## src/ps_loader_pkg.sv

```systemverilog
/*
 * package for the passive serial configuration loader: state encoding,
 * timing constants and the pin carrier structs.
 * assumes a 100 MHz system clock.
 */
package ps_loader_pkg;

	localparam int clock_mhz = 100;

	// restart low to done and status low, longest time in ns
	localparam int restart_to_low_ns = 1000;
	localparam int restart_to_low_cycles = (restart_to_low_ns * clock_mhz) / 1000;

	// status low pulse, least time in ns
	localparam int status_low_ns = 2500;
	localparam int status_low_cycles = (status_low_ns * clock_mhz + 999) / 1000;

	// initialization length in configuration clock cycles
	localparam int init_cycles = 10;

	// configuration size in bits
	localparam int config_bits_default = 4096;

	localparam logic [2:0] bit_index_reset = 3'h0;
	localparam logic [7:0] byte_reset = 8'h00;

	typedef enum logic [2:0] {
		st_restart,
		st_status_hold,
		st_receive,
		st_init,
		st_user
	} loader_state_type;

	// pins driven by the host
	typedef struct packed {
		logic serial_clock;
		logic serial_data;
		logic restart_n;
	} host_pins_type;

	// pins driven by the device
	typedef struct packed {
		logic done_flag;
		logic status_n;
		logic data_out;
		logic data_oe_n;
	} device_pins_type;

endpackage : ps_loader_pkg

```

## src/pin_sync.sv

```systemverilog
/*
 * two flip-flop synchroniser for a group of pins from outside the clock domain.
 * assumes inputs are asynchronous to clock.
 */
`timescale 1ns/1ps
module pin_sync #(
	parameter int width = 3
) (
	// clock and reset
	input wire logic clock,
	input wire logic rst_n,
	// pins
	input wire logic [width-1:0] async_in,
	output logic [width-1:0] sync_out
);
	logic [width-1:0] stage1;

	always_ff @(posedge clock) begin
		if (!rst_n) begin
			stage1 <= '0;
			sync_out <= '0;
		end else begin
			stage1 <= async_in;
			sync_out <= stage1;
		end
	end

endmodule : pin_sync

```

## src/byte_shifter.sv

```systemverilog
/*
 * lsb-first serial to byte assembler.
 * assumes shift is a one-cycle pulse per captured bit, clear a level.
 */
`timescale 1ns/1ps
module byte_shifter
	import ps_loader_pkg::*;
(
	// clock and reset
	input wire logic clock,
	input wire logic rst_n,
	// control
	input wire logic clear,
	input wire logic shift,
	input wire logic bit_in,
	// result
	output logic [7:0] byte_out,
	output logic byte_valid
);
	logic [2:0] bit_index;
	logic [7:0] shift_reg;
	wire [7:0] next_shift = {bit_in, shift_reg[7:1]};
	wire last_bit = (bit_index == 3'h7);

	always_ff @(posedge clock) begin
		if (!rst_n || clear) begin
			bit_index <= bit_index_reset;
			shift_reg <= byte_reset;
			byte_out <= byte_reset;
			byte_valid <= 1'b0;
		end else begin
			byte_valid <= shift && last_bit;
			if (shift) begin
				shift_reg <= next_shift;
				bit_index <= bit_index + 3'h1;
				if (last_bit)
					byte_out <= next_shift;
			end
		end
	end

endmodule : byte_shifter

```

## src/passive_serial_config_loader.sv

```systemverilog
/*
 * slave side loader for passive serial configuration with restart control.
 * assumes a host shifting bits on the serial clock at 2 MHz or less and
 * an external pull-up on the status and done pins.
 */
// Behaviour
// - host pulses serial clock high; device captures data on rising edge
// - host shifts until done; done rises only after full configuration
// - restart falling pulls done and status low within 1 us
// - status stays low at least 2.5 us during restart
// - serial data pin is input only until user mode
// - a low-high restart pulse resets device from any state
// - no configuration starts while restart stays low
// - reconfiguration discards all user state
// - after restart device waits for host bits, never fetches itself
// - done rises only after initialization finishes
// - initialization lasts 10 serial clock cycles before user mode
`timescale 1ns/1ps
module passive_serial_config_loader
	import ps_loader_pkg::*;
#(
	parameter int config_bits = config_bits_default
) (
	// clock and reset
	input wire logic clock,
	input wire logic rst_n,
	// configuration pins from the host
	input ps_loader_pkg::host_pins_type host_pins,
	// user mode drive for the shared data pin
	input wire logic user_data_out,
	input wire logic user_data_drive,
	// configuration pins to the host
	output ps_loader_pkg::device_pins_type device_pins,
	// configuration stream
	output logic [7:0] config_byte,
	output logic config_byte_valid,
	output logic user_mode
);
	import ps_loader_pkg::*;

	localparam int count_width = $clog2(config_bits + 1);

	logic [2:0] pins_sync;
	logic clock_prev;
	loader_state_type state;
	logic [count_width-1:0] bit_count;
	logic [3:0] init_count;
	logic [$clog2(status_low_cycles + 1)-1:0] hold_count;
	logic [7:0] shifted_byte;
	logic shifted_valid;

	pin_sync #(
		.width(3)
	) sync_inst (
		.clock(clock),
		.rst_n(rst_n),
		.async_in({host_pins.serial_clock, host_pins.serial_data, host_pins.restart_n}),
		.sync_out(pins_sync)
	);

	wire serial_clock_s = pins_sync[2];
	wire serial_data_s = pins_sync[1];
	wire restart_n_s = pins_sync[0];
	wire clock_rise = serial_clock_s && !clock_prev;
	wire restart_low = !restart_n_s;
	wire receiving = (state == st_receive);
	wire last_bit = (bit_count == count_width'(config_bits - 1));
	wire init_last = (init_count == 4'(init_cycles - 1));
	wire hold_done = (hold_count >= ($bits(hold_count))'(status_low_cycles));
	wire shift_bit = receiving && clock_rise;
	wire clear_shifter = restart_low;

	byte_shifter shifter_inst (
		.clock(clock),
		.rst_n(rst_n),
		.clear(clear_shifter),
		.shift(shift_bit),
		.bit_in(serial_data_s),
		.byte_out(shifted_byte),
		.byte_valid(shifted_valid)
	);

	// next state: restart dominates every state
	loader_state_type next_state;
	always_comb begin
		next_state = state;
		if (restart_low) begin
			next_state = st_restart;
		end else begin
			unique case (state)
				st_restart: next_state = st_status_hold;
				st_status_hold: if (hold_done) next_state = st_receive;
				st_receive: if (clock_rise && last_bit) next_state = st_init;
				st_init: if (clock_rise && init_last) next_state = st_user;
				st_user: next_state = st_user;
			endcase
		end
	end

	always_ff @(posedge clock) begin
		if (!rst_n) begin
			state <= st_restart;
			clock_prev <= 1'b0;
		end else begin
			state <= next_state;
			clock_prev <= serial_clock_s;
		end
	end

	// counters, all cleared by restart
	always_ff @(posedge clock) begin
		if (!rst_n || restart_low) begin
			bit_count <= '0;
			init_count <= 4'h0;
			hold_count <= '0;
		end else begin
			if (state == st_status_hold && !hold_done)
				hold_count <= hold_count + 1'b1;
			if (shift_bit)
				bit_count <= bit_count + 1'b1;
			if (state == st_init && clock_rise)
				init_count <= init_count + 4'h1;
		end
	end

	// pin and stream outputs, all registered
	wire in_user = (next_state == st_user);
	wire status_low = (next_state == st_restart) || (next_state == st_status_hold);
	always_ff @(posedge clock) begin
		if (!rst_n) begin
			device_pins.done_flag <= 1'b0;
			device_pins.status_n <= 1'b0;
			device_pins.data_out <= 1'b0;
			device_pins.data_oe_n <= 1'b1;
			config_byte <= byte_reset;
			config_byte_valid <= 1'b0;
			user_mode <= 1'b0;
		end else begin
			device_pins.done_flag <= in_user;
			device_pins.status_n <= !status_low;
			device_pins.data_out <= in_user && user_data_out;
			device_pins.data_oe_n <= !(in_user && user_data_drive);
			config_byte <= restart_low ? byte_reset : shifted_byte;
			config_byte_valid <= shifted_valid && !restart_low;
			user_mode <= in_user;
		end
	end

	// restart low seen at the pins reaches done and status within 1 us
	int restart_age;
	always_ff @(posedge clock) begin
		if (!rst_n || host_pins.restart_n)
			restart_age <= 0;
		else if (restart_age < 1000)
			restart_age <= restart_age + 1;
	end

	restart_done_a: assert property (@(posedge clock) disable iff (!rst_n)
		(restart_age >= restart_to_low_cycles) |-> !device_pins.done_flag)
		else $error("done flag still high 1 us after restart");

	restart_status_a: assert property (@(posedge clock) disable iff (!rst_n)
		(restart_age >= restart_to_low_cycles) |-> !device_pins.status_n)
		else $error("status still high 1 us after restart");

	// status low pulse length
	int status_low_run;
	always_ff @(posedge clock) begin
		if (!rst_n || device_pins.status_n)
			status_low_run <= 0;
		else if (status_low_run < 1000)
			status_low_run <= status_low_run + 1;
	end

	status_pulse_a: assert property (@(posedge clock) disable iff (!rst_n)
		$rose(device_pins.status_n) |-> ($past(status_low_run) >= status_low_cycles))
		else $error("status low pulse shorter than 2.5 us");

	no_start_low_a: assert property (@(posedge clock) disable iff (!rst_n)
		restart_low |=> (state == st_restart))
		else $error("loader left restart while restart held low");

	data_input_a: assert property (@(posedge clock) disable iff (!rst_n)
		!user_mode |-> device_pins.data_oe_n)
		else $error("data pin driven outside user mode");

	done_after_init_a: assert property (@(posedge clock) disable iff (!rst_n)
		$rose(device_pins.done_flag) |-> $past(state) == st_init)
		else $error("done rose without finishing initialization");

	// serial clock rises seen in initialization, apart from the design's counter
	int init_rises;
	always_ff @(posedge clock) begin
		if (!rst_n || state != st_init)
			init_rises <= 0;
		else if (clock_rise && init_rises < 1000)
			init_rises <= init_rises + 1;
	end

	init_length_a: assert property (@(posedge clock) disable iff (!rst_n)
		(state == st_init && next_state == st_user) |->
			(init_count == 4'(init_cycles - 1)) && (init_rises == init_cycles - 1))
		else $error("initialization length wrong");

	clear_partial_a: assert property (@(posedge clock) disable iff (!rst_n)
		restart_low |=> (bit_count == '0) && (init_count == 4'h0))
		else $error("restart did not clear counters");

	lsb_first_a: assert property (@(posedge clock) disable iff (!rst_n)
		config_byte_valid |-> (config_byte[7] == $past(serial_data_s, 2)))
		else $error("last captured bit not in byte msb");

	// cycles spent in status hold, apart from the design's counter
	int hold_run;
	always_ff @(posedge clock) begin
		if (!rst_n || state != st_status_hold)
			hold_run <= 0;
		else if (hold_run < 1000)
			hold_run <= hold_run + 1;
	end

	hold_length_a: assert property (@(posedge clock) disable iff (!rst_n)
		(state == st_status_hold && next_state == st_receive) |-> (hold_run >= status_low_cycles))
		else $error("status hold left too early");

	// bytes handed over since the last restart
	int bytes_seen;
	always_ff @(posedge clock) begin
		if (!rst_n || restart_low)
			bytes_seen <= 0;
		else if (config_byte_valid && bytes_seen < 1000)
			bytes_seen <= bytes_seen + 1;
	end

	bytes_count_a: assert property (@(posedge clock) disable iff (!rst_n)
		$rose(user_mode) |-> (bytes_seen == config_bits / 8))
		else $error("user mode reached before all bytes arrived");

	status_restart_a: assert property (@(posedge clock) disable iff (!rst_n)
		restart_low |=> !device_pins.status_n)
		else $error("status not pulled low by restart");

	done_restart_a: assert property (@(posedge clock) disable iff (!rst_n)
		restart_low |=> !device_pins.done_flag)
		else $error("done not pulled low by restart");

	restart_exit_a: assert property (@(posedge clock) disable iff (!rst_n)
		(state == st_restart && !restart_low) |=> (state == st_status_hold))
		else $error("restart release did not start status hold");

	hold_to_receive_a: assert property (@(posedge clock) disable iff (!rst_n)
		(state == st_status_hold && hold_done && !restart_low) |=> (state == st_receive))
		else $error("status hold did not lead to receiving");

	status_release_a: assert property (@(posedge clock) disable iff (!rst_n)
		$rose(device_pins.status_n) |-> (state == st_receive))
		else $error("status released outside receiving");

	bit_bound_a: assert property (@(posedge clock) disable iff (!rst_n)
		bit_count <= count_width'(config_bits))
		else $error("bit counter beyond configuration size");

	valid_one_cycle_a: assert property (@(posedge clock) disable iff (!rst_n)
		config_byte_valid |=> !config_byte_valid)
		else $error("byte valid longer than one cycle");

	restart_valid_a: assert property (@(posedge clock) disable iff (!rst_n)
		restart_low |=> !config_byte_valid)
		else $error("byte handed over while restart low");

	restart_byte_a: assert property (@(posedge clock) disable iff (!rst_n)
		restart_low |=> (config_byte == byte_reset) && !user_mode)
		else $error("user state kept through restart");

	shifter_clear_a: assert property (@(posedge clock) disable iff (!rst_n)
		restart_low |=> (shifted_byte == byte_reset) && !shifted_valid)
		else $error("partial byte kept through restart");

	restart_hold_clear_a: assert property (@(posedge clock) disable iff (!rst_n)
		restart_low |=> (hold_count == '0))
		else $error("hold counter kept through restart");

	done_fall_a: assert property (@(posedge clock) disable iff (!rst_n)
		$fell(device_pins.done_flag) |-> $past(restart_low))
		else $error("done fell without restart");

	user_stays_a: assert property (@(posedge clock) disable iff (!rst_n)
		(state == st_user && !restart_low) |=> (state == st_user))
		else $error("user mode left without restart");

	done_user_a: assert property (@(posedge clock) disable iff (!rst_n)
		device_pins.done_flag |-> user_mode)
		else $error("done high outside user mode");

	init_no_shift_a: assert property (@(posedge clock) disable iff (!rst_n)
		(state == st_init && !restart_low) |=> $stable(bit_count))
		else $error("bits counted during initialization");

	data_quiet_a: assert property (@(posedge clock) disable iff (!rst_n)
		!user_mode |-> !device_pins.data_out)
		else $error("data output value outside user mode");

	oe_released_a: assert property (@(posedge clock) disable iff (!rst_n)
		$fell(user_mode) |-> device_pins.data_oe_n)
		else $error("data pin still driven after leaving user mode");

endmodule : passive_serial_config_loader

```

## config.mk

```make
export PLATFORM = sky130hd
export DESIGN_NAME = passive_serial_config_loader
export DESIGN_NICKNAME = d
export VERILOG_FILES = /design/src/ps_loader_pkg.sv /design/src/pin_sync.sv /design/src/byte_shifter.sv /design/src/passive_serial_config_loader.sv
export SDC_FILE = /design/constraint.sdc
export NUM_CORES = 1
export LEC_CHECK = 0
export ABC_AREA = 1
export BUFFER_PORTS_ARGS = -buffer_cell sky130_fd_sc_hd__buf_2
export CELL_PAD_IN_SITES_DETAIL_PLACEMENT = 0
export CELL_PAD_IN_SITES_GLOBAL_PLACEMENT = 1
export CORE_ASPECT_RATIO = 1.75
export CORE_MARGIN = 2
export CORE_UTILIZATION = 44
export DETAILED_ROUTE_END_ITERATION = 7
export GPL_TIMING_DRIVEN = 0
export PLACE_DENSITY_LB_ADDON = 0.1
export SLEW_MARGIN = 30
export SYNTH_ARGS = -nofsm -noshare
export SYNTH_HDL_FRONTEND = slang
export SYNTH_HIERARCHICAL = 1
export SYNTH_SLANG_ARGS = --single-unit
```

## constraint.sdc

```tcl
create_clock -name clock -period 1.53 [get_ports clock]
set_input_delay 0.153 -clock clock [delete_from_list [all_inputs] [get_ports clock]]
set_output_delay 0.153 -clock clock [all_outputs]
set_load 0.02 [all_outputs]
```

==> metrics.md, run 1 <==
| Metric | Value |
|---|---|
| Max_slew headroom | 59.5% |
| Fmax | 717 MHz |
| Max reg flops | 13 |
| Metal2 WL | 3.21 mm |
| Share of layout cells above drive strength 1 | 19.8% |
| Psw | 691 µW |
| Pwr Density | 953 nW/µm² |
| Clock tree buffer depth | 2 |
| WP data required | between 1.5 and 2 ns |
| P&R area growth vs syn | 16.1% |
| Fin nets | 414 |
| DR vias/cell | ~4.7 |
| Slowest cell on crit path | dfxtp_1 |
| Count of non-filler cells in the finished layout | 485 |
| Worst setup SP type | flop |
| Max-cap violation count | 0 |
| Num ports | 21 |
| CP Class | reg2reg |
| Crit path cell chain | inv_2 > nand3_2 > nor2_4 > buf_8 > nand2_1 > buf_2 > nand2_1 > nand2_1 > nor2_1 |
| Fillers | between 600 and 700 |
| Critical path peak fanout | 13 |
| Run status | completed |
| WL/cell | 12.0 µm |
| DIE AREA | ~7000 µm² |
| Die Ht | 110 µm |
| Vias in the first global route | 2,199 |
| Die Width | 64.7 µm |
| Setup Viol. Count Final | 0 |
| Internal power | 2450 µW |
| Top reg by flops | bit_count |
| N_diodes | 0 |
| Starting Density | 45.6% |
| Vias post-DR | 2,292 |
| Pre-Repair DR Iteration Count | 4 |
| Routability cong. | 0.758 |
| Post-DP HPWL | roughly 4.2 mm |
| Comb power frac | 2.3% |
| Final Power | 3140 µW |
| Post-Route WL | between 5 and 6 mm |
| GRT overflow | 0 |
| DRT met1 WL | 2.29 mm |
| Clock group share of total power | about two fifths |
| Layout Utilization | a little over half |
| Area taken by multi-input logic gates | approximately 1200 µm² |
| Post-DRT Antenna Nets | 0 |
| Initial antenna violation count | 0 |
| RSZ-0062 raised after global routing | false |
| Total global-route track usage | 18.2% |
| Iter 0 DRT Violations | 109 |
| Cell Area, Synth | 2840 µm² |
| Register Area | 1350 µm² |
| Hold Violations, Final | 0 |
| Post-Syn Instances | 363 |
| Nature of the critical path endpoint | flop |
| # DRC | 0 |
| Final Cell Area | 3300 µm² |
| VDD IR max | approximately 0.00071 V |
| Clock Latency Late Sink | 0.35 ns |
| Period utilisation layout | about nine tenths |
| Flop pwr share | between 50% and 60% |
| Sink Count | 67 |
| Worst stage delay on the critical path | 0.31 ns |
| Synth Register Bits | 67 |
| Htree depth | 3 |
| Routed wl met3 | 201 µm |
| Syn nets | 377 |
| Clock-pin slew on the worst setup and hold paths | 0.07 ns |
| Critical path data arrival time | 1.68 ns |
| Hold Crit Class | in2reg |
| CTS tree | done |
| Yosys cell types | 31 |
| Tmin final | between 1 and 1.5 ns |
| Switch share | ~22% |
| CP dominant cell by count | nand2_1 |
| PortBufs | 20 |
| Setup Skew | just under 0.006 ns |
| CTS root buf | clkbuf_8 |
| Syn avg cell area | 7.83 µm² |
| Count of final max-slew check failures | 0 |
| Row cnt | 38 |
| CTS buffer count | 9 |
| P_leak | approximately 0.0013 µW |
| Core ar. | a little over 6000 µm² |
| Largest net degree at the start of global routing | 16 |
| DP Cell Count | 463 |
| Top Metal Used | met4 |
| Synthesis warning total | 6 |
| Placed Area | around 3000 µm² |
| First-pass GRT wire length | 9.74 mm |
| Pin slew with the least headroom to its limit | just over 0.6 ns |
| Hold_ws | 0.169 ns |
| Post-synthesis sequential area ratio | 47.2% |
[final cells by class]
class	instances	area share (%)
clock buffers	14	4.93
plain buffers	9	2.12
well taps	80	3.03
multi-input cells	228	37.3
inverters	59	6.79
repair buffers	26	4.78
clock inverters	2	0.303
flip-flops and latches	67	40.8
[layer usage]
metal | GRT usage, % | up-vias
met1 | 18.4 | 1037
met4 | 9.12 | 0
met2 | 33.5 | 33
li1 | - | 1214
met3 | 5.28 | 8
met5 | 0 | -
[cell usage in the layout, fill, tap and decap left out, types with 2 or more instances in the layout]
cell / Yosys / routed
nand2_1: 81 / 81
dfxtp_1: 67 / 64
inv_1: 52 / 52
nor2_1: 34 / 33
nand3_1: 25 / 25
buf_2: 3 / 22
a21oi_1: 20 / 20
nand4_1: 12 / 12
clkbuf_8: 0 / 11
a21oi_2: 9 / 9
ha_1: 7 / 7
inv_2: 6 / 6
o21ai_0: 6 / 6
nor2_2: 6 / 5
clkbuf_1: 2 / 5
dlygate4sd3_1: 0 / 5
nand3_2: 4 / 4
nor2_4: 2 / 4
xnor2_1: 4 / 4
o21ai_1: 3 / 3
dfxtp_2: 0 / 3
nand2_2: 2 / 2
buf_6: 3 / 2
o21bai_2: 2 / 2
xor2_1: 2 / 2
nor3_1: 2 / 2
buf_4: 1 / 2
clkinv_2: 0 / 2
[power by group through the flow]
stage	combinational, µW	clock [µW]	sequential (µW)
after CTS	74.7	1360	1760
after detailed placement	64.8	0	1800
after floorplan	38.9	0	1800
final	73.7	1310	1760
after global routing	83.6	1430	1760
after global placement	64.0	0	1800
[stage by stage]
stage	TNS (ns)	worst slack, ns
4_1_cts	0	0.0151
3_5_place_dp	-0.0127	-0.0127
5_1_grt	0	0.00630
2_1_floorplan	0	0.156
6_report	0	0.136
3_3_place_gp	0	0.0253
[cell usage after synthesis, drive strengths merged]
cell / number / area [µm²]
nand3: 29 / 165
and3: 1 / 6.26
o21bai: 2 / 22.5
nor2: 43 / 208
o211ai: 1 / 7.51
nor3: 3 / 26.3
nor3b: 2 / 15.0
xor2: 2 / 17.5
o21ai: 9 / 45.0
dfxtp: 67 / 1340
ha: 7 / 87.6
buf: 7 / 56.3
a21oi: 29 / 179
nand4: 12 / 75.1
inv: 59 / 224
clkbuf: 2 / 7.51
or2: 1 / 6.26
xnor2: 4 / 35.0
nand2: 83 / 317
[path summary, 6_finish.rpt]
check / slack (ns) / to / from / cells past startpoint
worst min-delay path: 0.17 / sync_inst/sync_out[0] / rst_n / 3
worst min register to register: 0.41 / config_byte_valid / shifter_inst/byte_valid / 2
worst max-delay path: 0.14 / shifter_inst/byte_out[0] / state[0] / 9
worst max register to register: 0.14 / shifter_inst/byte_out[0] / state[0] / 9
[cells by family after synthesis]
kind of cell | synth area share, %
and+or+nand+nor | 28.8
buffers and inverters | 10.1
DFF | 47.2
AOI/OAI and AO/OA | 8.94
adders and majority gates | 3.08
xor gates and xnor gates | 1.85
[what timing repair did]
action	4_1_cts	5_1_grt
buffers inserted	0	1
pin swaps	0	1
hold buffers	5	0
setup endpoints to repair	1	23
endpoints found under the hold margin	5	0
resized for setup	1	8
[critical path, delay by kind of cell (launching register included)]
kind          cells  cell delay, ns
buf+inv           3            0.47
flops             1            0.31
simple gates      6            0.55
Note: power is estimated with default switching activity, not from simulation.
==> run 2: changes to the inputs <==
--- a/config.mk
+++ b/config.mk
@@ -9,7 +9,7 @@
 export BUFFER_PORTS_ARGS = -buffer_cell sky130_fd_sc_hd__buf_2
 export CELL_PAD_IN_SITES_DETAIL_PLACEMENT = 0
 export CELL_PAD_IN_SITES_GLOBAL_PLACEMENT = 1
-export CORE_ASPECT_RATIO = 1.75
+export CORE_ASPECT_RATIO = 0.7
 export CORE_MARGIN = 2
 export CORE_UTILIZATION = 44
 export DETAILED_ROUTE_END_ITERATION = 7
==> run 2 against run 1 <==
Net effect: count of clock-buffer cells in the layout is 4 lower; worst hold slack worse by 0.14 ns; via count shrank 3.2%; utilization up 1.6 points; sequential power about the same; critical path type unchanged; first-iteration DRC count is 1.8% lower; sequential share of layout area fell by 1.3 points.
==> metrics.md, run 2 (same netlist as run 1, synthesis figures left out) <==
| Metric | Value |
|---|---|
| Count of final max-slew check failures | 0 (unchanged) |
| Clock Latency Late Sink | 0.35 ns (about the same) |
| CP Class | reg2reg |
| First-pass GRT wire length | 9.40 mm (-3.5%) |
| Max reg flops | 13 (unchanged) |
| P&R area growth vs syn | 19.9% |
| Nature of the critical path endpoint | flop |
| Starting Density | 45.5% (-0.13 points) |
| Family with the most delay on the worst path | simple AND/OR/NAND/NOR gates |
| Post-Route WL | 5.45 mm (-6.2%) |
| Final Cell Area | 3410 µm² (+3.3%) |
| Row cnt | 24 (-37%) |
| Num ports | 21 (unchanged) |
| CTS root buf | clkbuf_8 |
| Largest net degree at the start of global routing | 16 (unchanged) |
| Slowest cell on crit path | dfxtp_2 |
| Worst setup SP type | flop |
| DIE AREA | 7130 µm² (-0.20%) |
| Worst stage delay on the critical path | 0.33 ns (+0.02 ns) |
| PortBufs | 20 (unchanged) |
| Commonest cells after routing, fill and taps aside | nand2_1, dfxtp_1, inv_1, nor2_1, nand3_1 |
| Crit path cell chain | inv_1 > ha_1 > nor2_1 > nand2_1 > nand2_2 > nand2_2 > buf_6 > nor3b_1 > nor2_1 |
| Setup Viol. Count Final | 0 (unchanged) |
| Fillers | 602 (-6.5%) |
| Total global-route track usage | 17.1% (-1.1 points) |
| Fmax | 705 MHz (-1.7%) |
| Placed Area | 3040 µm² (about the same) |
| Commonest non-fill, non-tap cell in the layout | nand2_1 |
| N_diodes | 0 (unchanged) |
| Layout Utilization | 54.5% (+1.6 points) |
| Tmin final | 1.42 ns (+0.0239 ns) |
| Htree depth | 3 (unchanged) |
| Hold Violations, Final | 0 (unchanged) |
| WP buf/inv | 2 (-1) |
| Pwr Density | 1070 nW/µm² (+13%) |
| Critical path peak fanout | 5 (-8) |
| Initial antenna violation count | 0 (unchanged) |
| Max-cap violation count | 0 (unchanged) |
| WL/cell | 11.2 µm (-6.8%) |
| Clock-pin slew on the worst setup and hold paths | 0.08 ns (about the same) |
| Hold Crit Class | in2reg |
| GRT overflow | 0 (unchanged) |
| Post-DRT Antenna Nets | 0 (unchanged) |
| WP data required | 1.78 ns (-0.04 ns) |
| Critical path data arrival time | 1.67 ns (about the same) |
| Setup Skew | 0.00953 ns (+0.00367 ns) |
| Top reg by flops | bit_count |
| Setup WS pre-CTS | 0.00883 ns (+0.0215 ns) |
| Max_slew headroom | 61.6% (+2.1 points) |
| Die Width | 100 µm (+55%) |
| Share of layout cells above drive strength 1 | 21.7% (+2.0 points) |
| Vias in the first global route | 2,055 (-6.5%) |
| Pre-Repair DR Iteration Count | 4 (unchanged) |
| Core ar. | 6250 µm² (+0.28%) |
| DR vias/cell | 4.55 (-3.8%) |
| Pin slew with the least headroom to its limit | 0.575 ns (-0.0322 ns) |
| Clock tree buffer depth | 2 (unchanged) |
| Final Power | 3660 µW (+16%) |
| Period utilisation layout | 92.7% (+1.6 points) |
| Die Ht | 71.2 µm (-35%) |
| Final worst setup slack | 0.112 ns (-0.0239 ns) |
| DP Cell Count | 461 (-0.43%) |
| VDD IR max | 0.000505 V (-29%) |
| Iter 0 DRT Violations | 107 (-1.8%) |
| Run status | completed |
| Count of non-filler cells in the finished layout | 488 (+0.62%) |
| P_leak | 0.00140 µW (+4.7%) |
| # DRC | 0 (unchanged) |
| Sink Count | 67 (unchanged) |
| Post-DP HPWL | 3.72 mm (-11%) |
| CTS tree | done |
| CTS buffer count | 9 (unchanged) |
| Vias post-DR | 2,218 (-3.2%) |
| Routability cong. | 0.739 (-2.5%) |
| Fin nets | 419 (+1.2%) |
==> run 2: per-layer routing <==
metal / routed length (µm) / global-route usage, % / up-vias / share of wire (%)
li1: - / - / 1224 / -
met1: 3110 / 25.0 / 951 / 57
met2: 1990 / 22.8 / 36 / 36
met3: 280 / 6.54 / 7 / 5.1
met4: 72 / 6.39 / 0 / 1.3
met5: 0 / 0 / - / 0
==> run 2: worst min-delay path, cell delays in order <==
cell and delay, ns:
buf_2 0.09, inv_1 0.05, nor2_1 0.04
==> run 2: final timing paths <==
check	start	endpoint	slack (ns)	depth (start not counted)
min	user_data_out	device_pins[1]	0.03	3
max	hold_count[0]	hold_count[6]	0.11	9
min reg2reg	shifter_inst/byte_valid	config_byte_valid	0.41	2
max reg2reg	hold_count[0]	hold_count[6]	0.11	9
==> run 2: final cells by class <==
class,count,area [µm²],area share [%]
Tap cell,78,97.6,2.86
Timing Repair Buffer,31,190,5.58
Buffer,9,72.6,2.13
Clock buffer,10,138,4.04
Clock inverter,6,113,3.31
Multi-Input combinational cell,228,1230,36.0
Sequential cell,67,1350,39.5
Inverter,59,224,6.57
==> run 2: stage by stage <==
step | hold slack, ns | TNS [ns]
2_1_floorplan | 0.222 | 0
3_3_place_gp | 0.321 | 0
3_5_place_dp | 0.322 | 0
4_1_cts | 0.0149 | 0
5_1_grt | 0.00972 | -0.00315
6_report | 0.0281 | 0
==> run 2: timing repair <==
item,CTS,global route
endpoints found under the setup margin,1,30
resized for setup,1,11
setup buffers,0,6
endpoints found under the hold margin,4,0
gates cloned,0,1
pin swaps,0,2
hold buffers,4,0
==> run 2: where the power goes <==
part	switching, µW	internal (µW)	total [µW]	leakage [µW]
Sequential	3.86	1750	1760	0.000542
Combinational	44.8	27.1	71.9	0.000732
Clock	700	1130	1830	0.000126
Total	749	2910	3660	0.00140
